==> src/verilog/rx_check_pkg.sv <==
// constants, types and register map of the receive level and field check block
package rx_check_pkg;
	// bus geometry
	localparam int ADDR_W = 12;
	localparam int DATA_W = 32;
	// register indices; byte address is four times the index
	localparam logic [7:0] IDX_FULL_CFG = 8'h19;
	localparam logic [7:0] IDX_EMPTY_CFG = 8'h1a;
	localparam logic [7:0] IDX_CTRL_CFG = 8'h1b;
	localparam logic [7:0] IDX_MAKER_CFG = 8'h1c;
	localparam logic [7:0] IDX_IRQ_STATUS = 8'h30;
	localparam logic [7:0] IDX_IRQ_MASK = 8'h31;
	localparam logic [7:0] IDX_PATH_SEL = 8'h32;
	localparam logic [7:0] IDX_MONITOR = 8'h33;
	// reset values
	localparam logic [7:0] CFG_RST = 8'h00;
	localparam logic [15:0] IRQ_RST = 16'h0000;
	localparam logic [1:0] PATH_RST = 2'h0;
	// level register fields
	localparam int LEVEL_EN_BIT = 7;
	localparam int LEVEL_MSB = 5;
	// control check register fields
	localparam int ABORT_BIT = 7;
	localparam int POL_BIT = 6;
	localparam int PAT5_BIT = 4;
	// maker check register fields
	localparam int CONT_SEL_LSB = 4;
	// interrupt vector positions
	localparam int IRQ_W = 16;
	localparam int IRQ_EMPTY_BIT = 4;
	localparam int IRQ_FULL_BIT = 5;
	localparam int IRQ_CHECK_BIT = 14;
	localparam logic [15:0] IRQ_IMPL = 16'h4030;
	// receive data path codes that allow field checking
	localparam logic [1:0] PATH_FIFO = 2'h0;
	localparam logic [1:0] PATH_DOUT2 = 2'h3;
	// continuation selector codes
	localparam logic [1:0] CONT_SYNC = 2'h0;
	localparam logic [1:0] CONT_CHECK = 2'h1;
	localparam logic [1:0] CONT_RXSYNC = 2'h2;
	// field check sequencer
	typedef enum logic [1:0] {
		CHK_IDLE,
		CHK_CTRL,
		CHK_MAKER
	} check_state_type;
	// reference codes supplied by the code registers outside
	typedef struct packed {
		logic [3:0][7:0] ctrl;
		logic [7:0] ctrl5;
		logic [3:0][7:0] maker;
	} ref_codes_type;
	// received fields from the packet decoder
	typedef struct packed {
		logic ctrl_valid;
		logic [7:0] ctrl;
		logic maker_valid;
		logic [15:0] maker;
	} rx_field_type;
endpackage
==> src/verilog/code_match.sv <==
// compares one value against a set of individually enabled reference codes
`timescale 1ns/1ps
module code_match #(
	parameter int N = 4,
	parameter int W = 8
) (
	// reference set
	input wire logic [N-1:0][W-1:0] codes,
	input wire logic [N-1:0] enable,
	// value under test
	input wire logic [W-1:0] value,
	// result
	output logic any_en,
	output logic hit
);
	// per code equality, gated by its enable
	logic [N-1:0] eq;

	genvar i;
	generate
		for (i = 0; i < N; i++) begin : g_cmp
			// a disabled code never contributes
			assign eq[i] = enable[i] && (codes[i] == value);
		end
	endgenerate

	// field is checked only when some code is enabled
	assign any_en = |enable;
	assign hit = |eq;
endmodule

==> src/verilog/rx_check.sv <==
// receive fifo level notification and packet field check with apb registers
//
// Contract
// - fill above full level raises bit 5
// - full level acts only when enabled
// - fill below empty level raises bit 4
// - empty level acts only when enabled
// - mismatch aborts packet only when abort set
// - check interrupt on match or mismatch by polarity
// - four enables choose compared control codes
// - pattern five hit interrupts, skips later checks
// - four enables choose compared maker codes
// - selector picks event continuing reception on expiry
// - field check only in path modes 00, 11
`timescale 1ns/1ps
module rx_check (
	// clock and reset
	input wire logic mclk,
	input wire logic sys_rst,
	// apb slave
	input wire logic psel,
	input wire logic penable,
	input wire logic pwrite,
	input wire logic [rx_check_pkg::ADDR_W-1:0] paddr,
	input wire logic [rx_check_pkg::DATA_W-1:0] pwdata,
	output logic [rx_check_pkg::DATA_W-1:0] prdata,
	output logic pready,
	output logic pslverr,
	// receive fifo fill level, 0 to 64 bytes
	input wire logic [6:0] fifo_level,
	// packet decoder side
	input wire logic packet_start,
	input wire rx_check_pkg::rx_field_type fields,
	input wire rx_check_pkg::ref_codes_type codes,
	// reception events and continuous operation timer
	input wire logic sync_detect,
	input wire logic rx_sync_established,
	input wire logic cont_timer_expire,
	// results
	output logic irq,
	output logic rx_abort,
	output logic rx_continue,
	output logic rx_stop
);
	// configuration registers
	logic [7:0] full_cfg_q;
	logic [7:0] empty_cfg_q;
	logic [7:0] ctrl_cfg_q;
	logic [7:0] maker_cfg_q;
	logic [1:0] path_sel_q;
	// interrupt registers
	logic [15:0] irq_status_q;
	logic [15:0] irq_status_d;
	logic [15:0] irq_mask_q;
	logic [15:0] irq_set;
	logic [15:0] irq_clr;
	// bus output flops
	logic [31:0] prdata_q;
	logic pready_q;
	logic pslverr_q;
	logic irq_q;
	// result pulses
	logic rx_abort_q;
	logic rx_continue_q;
	logic rx_stop_q;
	// level crossing detection
	logic full_cond;
	logic empty_cond;
	logic full_prev_q;
	logic empty_prev_q;
	logic full_ev;
	logic empty_ev;
	// field check sequencer
	rx_check_pkg::check_state_type state_q;
	rx_check_pkg::check_state_type state_d;
	logic mode_ok;
	logic match_ev;
	logic mism_ev;
	logic pat5_ev;
	logic check_ev;
	logic ctrl_any;
	logic ctrl_hit;
	logic mk1_any;
	logic mk1_hit;
	logic mk2_any;
	logic mk2_hit;
	// continuation event memory: sync, check, rx sync
	logic [2:0] seen_q;
	logic [2:0] seen_ev;
	logic [1:0] cont_sel;
	// decoded access
	logic [7:0] idx;
	logic in_range;
	logic setup;
	logic wr;
	logic [7:0] wbyte;
	logic [31:0] rd_val;
	logic rd_err;

	// field views
	assign cont_sel = maker_cfg_q[rx_check_pkg::CONT_SEL_LSB +: 2];
	assign idx = paddr[9:2];
	assign in_range = (paddr[11:10] == 2'h0) && (paddr[1:0] == 2'h0);
	assign setup = psel && !penable;
	assign wr = psel && penable && pready_q && pwrite;
	assign wbyte = pwdata[7:0];

	// outputs straight from flops
	assign prdata = prdata_q;
	assign pready = pready_q;
	assign pslverr = pslverr_q;
	assign irq = irq_q;
	assign rx_abort = rx_abort_q;
	assign rx_continue = rx_continue_q;
	assign rx_stop = rx_stop_q;

	// read decode, evaluated in the setup phase
	always_comb begin
		rd_val = 32'h0000_0000;
		rd_err = 1'b0;
		if (!in_range) begin
			rd_err = 1'b1;
		end else if (idx == rx_check_pkg::IDX_FULL_CFG) begin
			rd_val[7:0] = full_cfg_q;
		end else if (idx == rx_check_pkg::IDX_EMPTY_CFG) begin
			rd_val[7:0] = empty_cfg_q;
		end else if (idx == rx_check_pkg::IDX_CTRL_CFG) begin
			rd_val[7:0] = ctrl_cfg_q;
		end else if (idx == rx_check_pkg::IDX_MAKER_CFG) begin
			rd_val[7:0] = maker_cfg_q;
		end else if (idx == rx_check_pkg::IDX_IRQ_STATUS) begin
			rd_val[15:0] = irq_status_q;
		end else if (idx == rx_check_pkg::IDX_IRQ_MASK) begin
			rd_val[15:0] = irq_mask_q;
		end else if (idx == rx_check_pkg::IDX_PATH_SEL) begin
			rd_val[1:0] = path_sel_q;
		end else if (idx == rx_check_pkg::IDX_MONITOR) begin
			// live fill level, busy flag and pending continuation events
			rd_val[6:0] = fifo_level;
			rd_val[7] = (state_q != rx_check_pkg::CHK_IDLE);
			rd_val[10:8] = seen_q;
		end else begin
			// unmapped word
			rd_err = 1'b1;
		end
	end

	// apb answer: one access cycle, data and error captured at setup
	always_ff @(posedge mclk) begin
		if (sys_rst) begin
			pready_q <= 1'b0;
			prdata_q <= 32'h0000_0000;
			pslverr_q <= 1'b0;
		end else begin
			pready_q <= setup;
			if (setup) begin
				prdata_q <= pwrite ? 32'h0000_0000 : rd_val;
				pslverr_q <= rd_err;
			end else begin
				pslverr_q <= 1'b0;
			end
		end
	end

	// configuration writes take effect at the completing edge
	always_ff @(posedge mclk) begin
		if (sys_rst) begin
			full_cfg_q <= rx_check_pkg::CFG_RST;
			empty_cfg_q <= rx_check_pkg::CFG_RST;
			ctrl_cfg_q <= rx_check_pkg::CFG_RST;
			maker_cfg_q <= rx_check_pkg::CFG_RST;
			path_sel_q <= rx_check_pkg::PATH_RST;
			irq_mask_q <= rx_check_pkg::IRQ_RST;
		end else if (wr && in_range) begin
			if (idx == rx_check_pkg::IDX_FULL_CFG) begin
				full_cfg_q <= wbyte;
			end else if (idx == rx_check_pkg::IDX_EMPTY_CFG) begin
				empty_cfg_q <= wbyte;
			end else if (idx == rx_check_pkg::IDX_CTRL_CFG) begin
				ctrl_cfg_q <= wbyte;
			end else if (idx == rx_check_pkg::IDX_MAKER_CFG) begin
				maker_cfg_q <= wbyte;
			end else if (idx == rx_check_pkg::IDX_PATH_SEL) begin
				path_sel_q <= wbyte[1:0];
			end else if (idx == rx_check_pkg::IDX_IRQ_MASK) begin
				// only implemented vector bits are kept
				irq_mask_q <= pwdata[15:0] & rx_check_pkg::IRQ_IMPL;
			end
		end
	end

	// level conditions; a cleared enable suppresses the notification
	assign full_cond = full_cfg_q[rx_check_pkg::LEVEL_EN_BIT]
		&& (fifo_level > {1'b0, full_cfg_q[rx_check_pkg::LEVEL_MSB:0]});
	assign empty_cond = empty_cfg_q[rx_check_pkg::LEVEL_EN_BIT]
		&& (fifo_level < {1'b0, empty_cfg_q[rx_check_pkg::LEVEL_MSB:0]});
	// events fire on the crossing, not while the level stays past it
	assign full_ev = full_cond && !full_prev_q;
	assign empty_ev = empty_cond && !empty_prev_q;

	// crossing history
	always_ff @(posedge mclk) begin
		if (sys_rst) begin
			full_prev_q <= 1'b0;
			empty_prev_q <= 1'b0;
		end else begin
			full_prev_q <= full_cond;
			empty_prev_q <= empty_cond;
		end
	end

	// reference code comparators
	code_match #(.N(4), .W(8)) u_ctrl_match (
		.codes(codes.ctrl),
		.enable(ctrl_cfg_q[3:0]),
		.value(fields.ctrl),
		.any_en(ctrl_any),
		.hit(ctrl_hit)
	);
	// maker codes 1 and 2 check the first byte
	code_match #(.N(2), .W(8)) u_maker1_match (
		.codes(codes.maker[1:0]),
		.enable(maker_cfg_q[1:0]),
		.value(fields.maker[7:0]),
		.any_en(mk1_any),
		.hit(mk1_hit)
	);
	// maker codes 3 and 4 check the second byte
	code_match #(.N(2), .W(8)) u_maker2_match (
		.codes(codes.maker[3:2]),
		.enable(maker_cfg_q[3:2]),
		.value(fields.maker[15:8]),
		.any_en(mk2_any),
		.hit(mk2_hit)
	);

	// only the fifo length mode and data output mode 2 check fields
	assign mode_ok = (path_sel_q == rx_check_pkg::PATH_FIFO)
		|| (path_sel_q == rx_check_pkg::PATH_DOUT2);

	// field check sequencer next state and events
	always_comb begin
		state_d = state_q;
		match_ev = 1'b0;
		mism_ev = 1'b0;
		pat5_ev = 1'b0;
		if (packet_start) begin
			state_d = mode_ok ? rx_check_pkg::CHK_CTRL : rx_check_pkg::CHK_IDLE;
		end else begin
			case (state_q)
				rx_check_pkg::CHK_CTRL: begin
					if (fields.ctrl_valid) begin
						if (ctrl_cfg_q[rx_check_pkg::PAT5_BIT]
							&& (fields.ctrl == codes.ctrl5)) begin
							// special pattern ends the checks with no mismatch
							pat5_ev = 1'b1;
							state_d = rx_check_pkg::CHK_IDLE;
						end else if (ctrl_any && !ctrl_hit) begin
							mism_ev = 1'b1;
							state_d = rx_check_pkg::CHK_IDLE;
						end else begin
							state_d = rx_check_pkg::CHK_MAKER;
						end
					end
				end
				rx_check_pkg::CHK_MAKER: begin
					if (fields.maker_valid) begin
						// a byte with no enabled code is not checked
						if ((mk1_any && !mk1_hit) || (mk2_any && !mk2_hit)) begin
							mism_ev = 1'b1;
						end else begin
							match_ev = 1'b1;
						end
						state_d = rx_check_pkg::CHK_IDLE;
					end
				end
				default: begin
					state_d = rx_check_pkg::CHK_IDLE;
				end
			endcase
		end
	end

	// check interrupt follows the polarity bit; pattern five always raises it
	assign check_ev = pat5_ev
		|| (ctrl_cfg_q[rx_check_pkg::POL_BIT] ? mism_ev : match_ev);

	// sequencer state
	always_ff @(posedge mclk) begin
		if (sys_rst) begin
			state_q <= rx_check_pkg::CHK_IDLE;
		end else begin
			state_q <= state_d;
		end
	end

	// abort pulse on mismatch when discarding is selected
	always_ff @(posedge mclk) begin
		if (sys_rst) begin
			rx_abort_q <= 1'b0;
		end else begin
			rx_abort_q <= mism_ev && ctrl_cfg_q[rx_check_pkg::ABORT_BIT];
		end
	end

	// interrupt vector: events set, write one clears, set wins
	always_comb begin
		irq_set = 16'h0000;
		irq_set[rx_check_pkg::IRQ_FULL_BIT] = full_ev;
		irq_set[rx_check_pkg::IRQ_EMPTY_BIT] = empty_ev;
		irq_set[rx_check_pkg::IRQ_CHECK_BIT] = check_ev;
		irq_clr = 16'h0000;
		if (wr && in_range && (idx == rx_check_pkg::IDX_IRQ_STATUS)) begin
			irq_clr = pwdata[15:0];
		end
		irq_status_d = (irq_status_q & ~irq_clr) | irq_set;
	end

	// status register and gated level interrupt
	always_ff @(posedge mclk) begin
		if (sys_rst) begin
			irq_status_q <= rx_check_pkg::IRQ_RST;
			irq_q <= 1'b0;
		end else begin
			irq_status_q <= irq_status_d;
			irq_q <= |(irq_status_q & irq_mask_q);
		end
	end

	// events that may let reception continue
	assign seen_ev = {rx_sync_established, check_ev, sync_detect};

	// event memory, emptied at each expiry; a same-cycle event survives
	always_ff @(posedge mclk) begin
		if (sys_rst) begin
			seen_q <= 3'h0;
		end else begin
			seen_q <= (cont_timer_expire ? 3'h0 : seen_q) | seen_ev;
		end
	end

	// continue or stop decision at timer expiry; reserved code stops
	always_ff @(posedge mclk) begin
		if (sys_rst) begin
			rx_continue_q <= 1'b0;
			rx_stop_q <= 1'b0;
		end else begin
			rx_continue_q <= 1'b0;
			rx_stop_q <= 1'b0;
			if (cont_timer_expire) begin
				case (cont_sel)
					rx_check_pkg::CONT_SYNC: begin
						rx_continue_q <= seen_q[0] | seen_ev[0];
						rx_stop_q <= !(seen_q[0] | seen_ev[0]);
					end
					rx_check_pkg::CONT_CHECK: begin
						rx_continue_q <= seen_q[1] | seen_ev[1];
						rx_stop_q <= !(seen_q[1] | seen_ev[1]);
					end
					rx_check_pkg::CONT_RXSYNC: begin
						rx_continue_q <= seen_q[2] | seen_ev[2];
						rx_stop_q <= !(seen_q[2] | seen_ev[2]);
					end
					default: begin
						rx_stop_q <= 1'b1;
					end
				endcase
			end
		end
	end
endmodule

==> config.mk <==
export PLATFORM = sky130hd
export DESIGN_NAME = rx_check
export DESIGN_NICKNAME = d
export VERILOG_FILES = /design/src/verilog/rx_check_pkg.sv /design/src/verilog/code_match.sv /design/src/verilog/rx_check.sv
export SDC_FILE = /design/constraint.sdc
export NUM_CORES = 1
export LEC_CHECK = 0
export BUFFER_PORTS_ARGS = -buffer_cell sky130_fd_sc_hd__buf_2
export CORE_ASPECT_RATIO = 0.5
export CORE_MARGIN = 1
export CORE_UTILIZATION = 44
export CTS_BUF_LIST = sky130_fd_sc_hd__clkbuf_4 sky130_fd_sc_hd__clkbuf_8 sky130_fd_sc_hd__clkbuf_16
export DETAILED_ROUTE_END_ITERATION = 6
export HOLD_SLACK_MARGIN = 0.08
export PLACE_DENSITY = 0.77
export SYNTH_ARGS = -nofsm -noshare
export SYNTH_HDL_FRONTEND = slang
export SYNTH_SLANG_ARGS = --single-unit
==> constraint.sdc <==
create_clock -name mclk -period 2.1 [get_ports mclk]
set_input_delay 0.105 -clock mclk [delete_from_list [all_inputs] [get_ports mclk]]
set_output_delay 0.105 -clock mclk [all_outputs]
set_load 0.05 [all_outputs]
==> summary.md <==
| Metric | Value |
|---|---|
| Outcome | complete, no violations |
| Die boundary width | 149 µm |
| Worst clock skew | 0.00316 ns |
| Crit path kind | in2reg |
| Sequential area share after synthesis | 34.7% |
| Slew Viols, Final | 0 |
| Post-CTS sizing | 0 |
| Hold Crit Class | in2reg |
| Reg clk slew, reported paths | 0.06 ns |
| Count of state elements after synthesis | 82 |
| Clock Tree Root | clkbuf_16 |
| Antenna violations before repair | 0 |
| Row cnt | 26 |
| First-pass GRT wire length | 21300 µm |
| Crit path max fanout | 5 |
| Dpl hpwl | 10600 µm |
| Reg-to-reg startpoint | full_cfg_q[1] |
| RSZ-0062 raised after global routing | false |
| Total Power | 0.00372 W |
| CTS tree | yes |
| R2R setup slack | 0.16 ns |
| Die Height | 75.4 µm |
| Routability congestion estimate | 0.924 |
| Synth top cells by count | dfxtp_1 (82), nand2_1 (54), nor2_1 (51) |
| Cell Area, Synth | 4740 µm² |
| Final #Nets | 919 |
| Most used DFF post-synth | dfxtp_1 |
| Total GRT Usage | 24.6% |
| Finish-stage setup viols | 0 |
| Footprint of the multi-input gates | 2830 µm² |
| Layout fillers | 962 |
| Sink Count | 82 |
| Critical Path End Type | flip-flop |
| Leak | 2.71 nW |
| Via Count | 4702 |
| Top-count cell post-synth | dfxtp_1 |
| Vias in the first global route | 4353 |
| Total CTS buffers | 9 |
| Top-area cell type share of the netlist area | 34.7% |
| CTS HTree Levels | 3 |
| Max VDD drop | 0.366 mV |
| Finished Layout Cells | 892 |
| Area Growth Syn to Fin | 30.9% |
| Cell Pwr Density | 600 nW/µm² |
| Starting Density | 45.8% |
| Max-cap viol count | 0 |
| Crit path cell chain | buf_2, or3b_1, buf_4, nor4b_1, buf_4, and3_1, a221oi_1, o22ai_1, a221oi_1, nor3_1 |
| Syn avg cell area | 8.41 µm² |
| Post-route clock period utilization | 97.0% |
| Register Area | 1640 µm² |
| Violation count after the first detailed-route iteration | 470 |
| Postcts setup bufs | 0 |
| Mean number of vias per cell | 5.27 |
| Residual DRC | 0 |
| Post-synth EDFFs | 0 |
| Relative slew slack | 55.0% |
| Antenna diodes | 0 |
| Worst Setup Start Kind | primary input |
| Clock Tree Buf Depth | 2 |
| Warnings from Yosys | 0 |
| F_max | 491 MHz |
| Worst hold slack | 0.0863 ns |
| Post-DRT Antenna Nets | 0 |
| CP arrival | 2.28 ns |
| Layout cells sized above 1 | 29.0% |
| GRT Residual Overflow | 0 |
| Cells after synthesis | 563 |
| Hold Buf Count CTS | 9 |
| Ranking of synthesized cells by area | dfxtp_1 (35%), xor2_1 (7.4%), mux2i_1 (6.8%), xnor2_1 (6.1%), nand2_1 (4.3%) |
| Cell taking the most area after synthesis | dfxtp_1 |
| Worst EP required | 2.34 ns |
| Hold Vio Cnt, Final | 0 |
| Final worst path period need | 2.04 ns |
| Hold Startpoint | packet_start |
| Worst Tran Pin Value | 0.676 ns |
| Die area | 11200 µm² |
| Post-synth cell types | 56 |
| Worst-skew pair later-pin latency | 0.34 ns |
| Worst setup path start | paddr[8] |
| Post-DR wirelength/cell | 15.4 µm |
| Placed Instances | 867 |
| TritonRoute pass-1 iters | 5 |
| I/O pin cnt | 196 |
| Largest stage delay, worst path | 0.39 ns |
| CP max-delay cell | or3b_1 |
| Ys async rst share | 0% |
| Largest net degree at the start of global routing | 65 |
| Port Buf Inserts | 163 |
| CORE AREA | 10300 µm² |
| WL final | 13800 µm |
## layout make-up
cell class	count	share of cell area, %
multi-input combinational	428	45.6
sequential	82	26.5
timing repair buffer	205	18.8
clock buffer	14	4.44
tap	140	2.83
inverter	21	1.27
clock inverter	2	0.565
## per-layer routing
layer / routed length, µm / vias up / global-route usage (%)
met3: 988 / 11 / 5.51
li1: - / 2315 / -
met4: 102 / 0 / 5.67
met2: 6480 / 193 / 43.6
met5: 0 / - / 0
met1: 6200 / 2183 / 31.2
## metrics by stage
step | utilization, % | area (µm²) | TNS (ns) | worst slack, ns
after floorplan | - | 4800 | 0 | 0.0138
after global placement | 56.1 | 5800 | -3.02 | -0.128
after detailed placement | 56.1 | 5800 | -5.06 | -0.239
after CTS | 59.9 | 6200 | 0 | 0.127
after global routing | 59.9 | 6200 | 0 | 0.0200
final | 59.9 | 6200 | 0 | 0.0639
## placed cells by master (no fill, tap or decap), types with 3 or more instances in the layout
master	count
nand2b_1	4
ha_1	14
nand2_1	54
o21a_1	4
nor4_1	10
xnor2_1	33
nand4_1	7
a31oi_1	3
a222oi_1	7
buf_4	32
mux2i_1	32
buf_2	163
a221oi_1	5
o21ai_0	8
and4_1	3
nor3_1	15
and3_1	17
inv_1	21
a22oi_1	9
dfxtp_1	82
nor2_1	51
nor2b_1	6
nand3_1	22
clkbuf_4	3
a21oi_1	31
a32oi_1	5
clkbuf_16	9
xor2_1	40
dlygate4sd3_1	9
conb_1	16
## kinds of logic after synthesis
| logic type | Yosys count | synth area share, % |
|---|---|---|
| simple gates | 203 | 21.5 |
| other cells | 1 | 0.0792 |
| buf+inv | 68 | 6.92 |
| flops | 82 | 34.7 |
| fa+ha+maj | 14 | 3.70 |
| compound gates | 90 | 12.9 |
| mux | 32 | 6.76 |
| xor+xnor | 73 | 13.5 |
## worst max-delay path, delay by kind of cell
kind                   cells  cell delay, ns
AND/OR/NAND/NOR            4            1.29
AO/OA/AOI/OAI              3            0.45
buffers and inverters      3            0.44
## worst paths after layout
| check | end | depth (start not counted) |
|---|---|---|
| setup reg to reg | irq_status_q[5] | 10 |
| setup / recovery | prdata[3] | 10 |
| hold reg to reg | irq_status_q[5] | 1 |
| hold / removal | state_q[0] | 3 |
## flip-flops by register name (all words and copies together) (netlist names), 2 cells and up
name,count
ctrl_cfg_q,8
empty_cfg_q,8
full_cfg_q,8
irq_mask_q,3
irq_status_q,16
maker_cfg_q,8
path_sel_q,2
prdata,16
seen_q,3
state_q,2
## where the power goes
group	internal [W]	switching (W)	leakage, nW
sequential	0.00156	0.00000518	0.662
combinational	0.000229	0.000308	1.89
clock	0.00102	0.000593	0.157
total	0.00282	0.000906	2.71
Note: power is estimated with default switching activity, not from simulation.
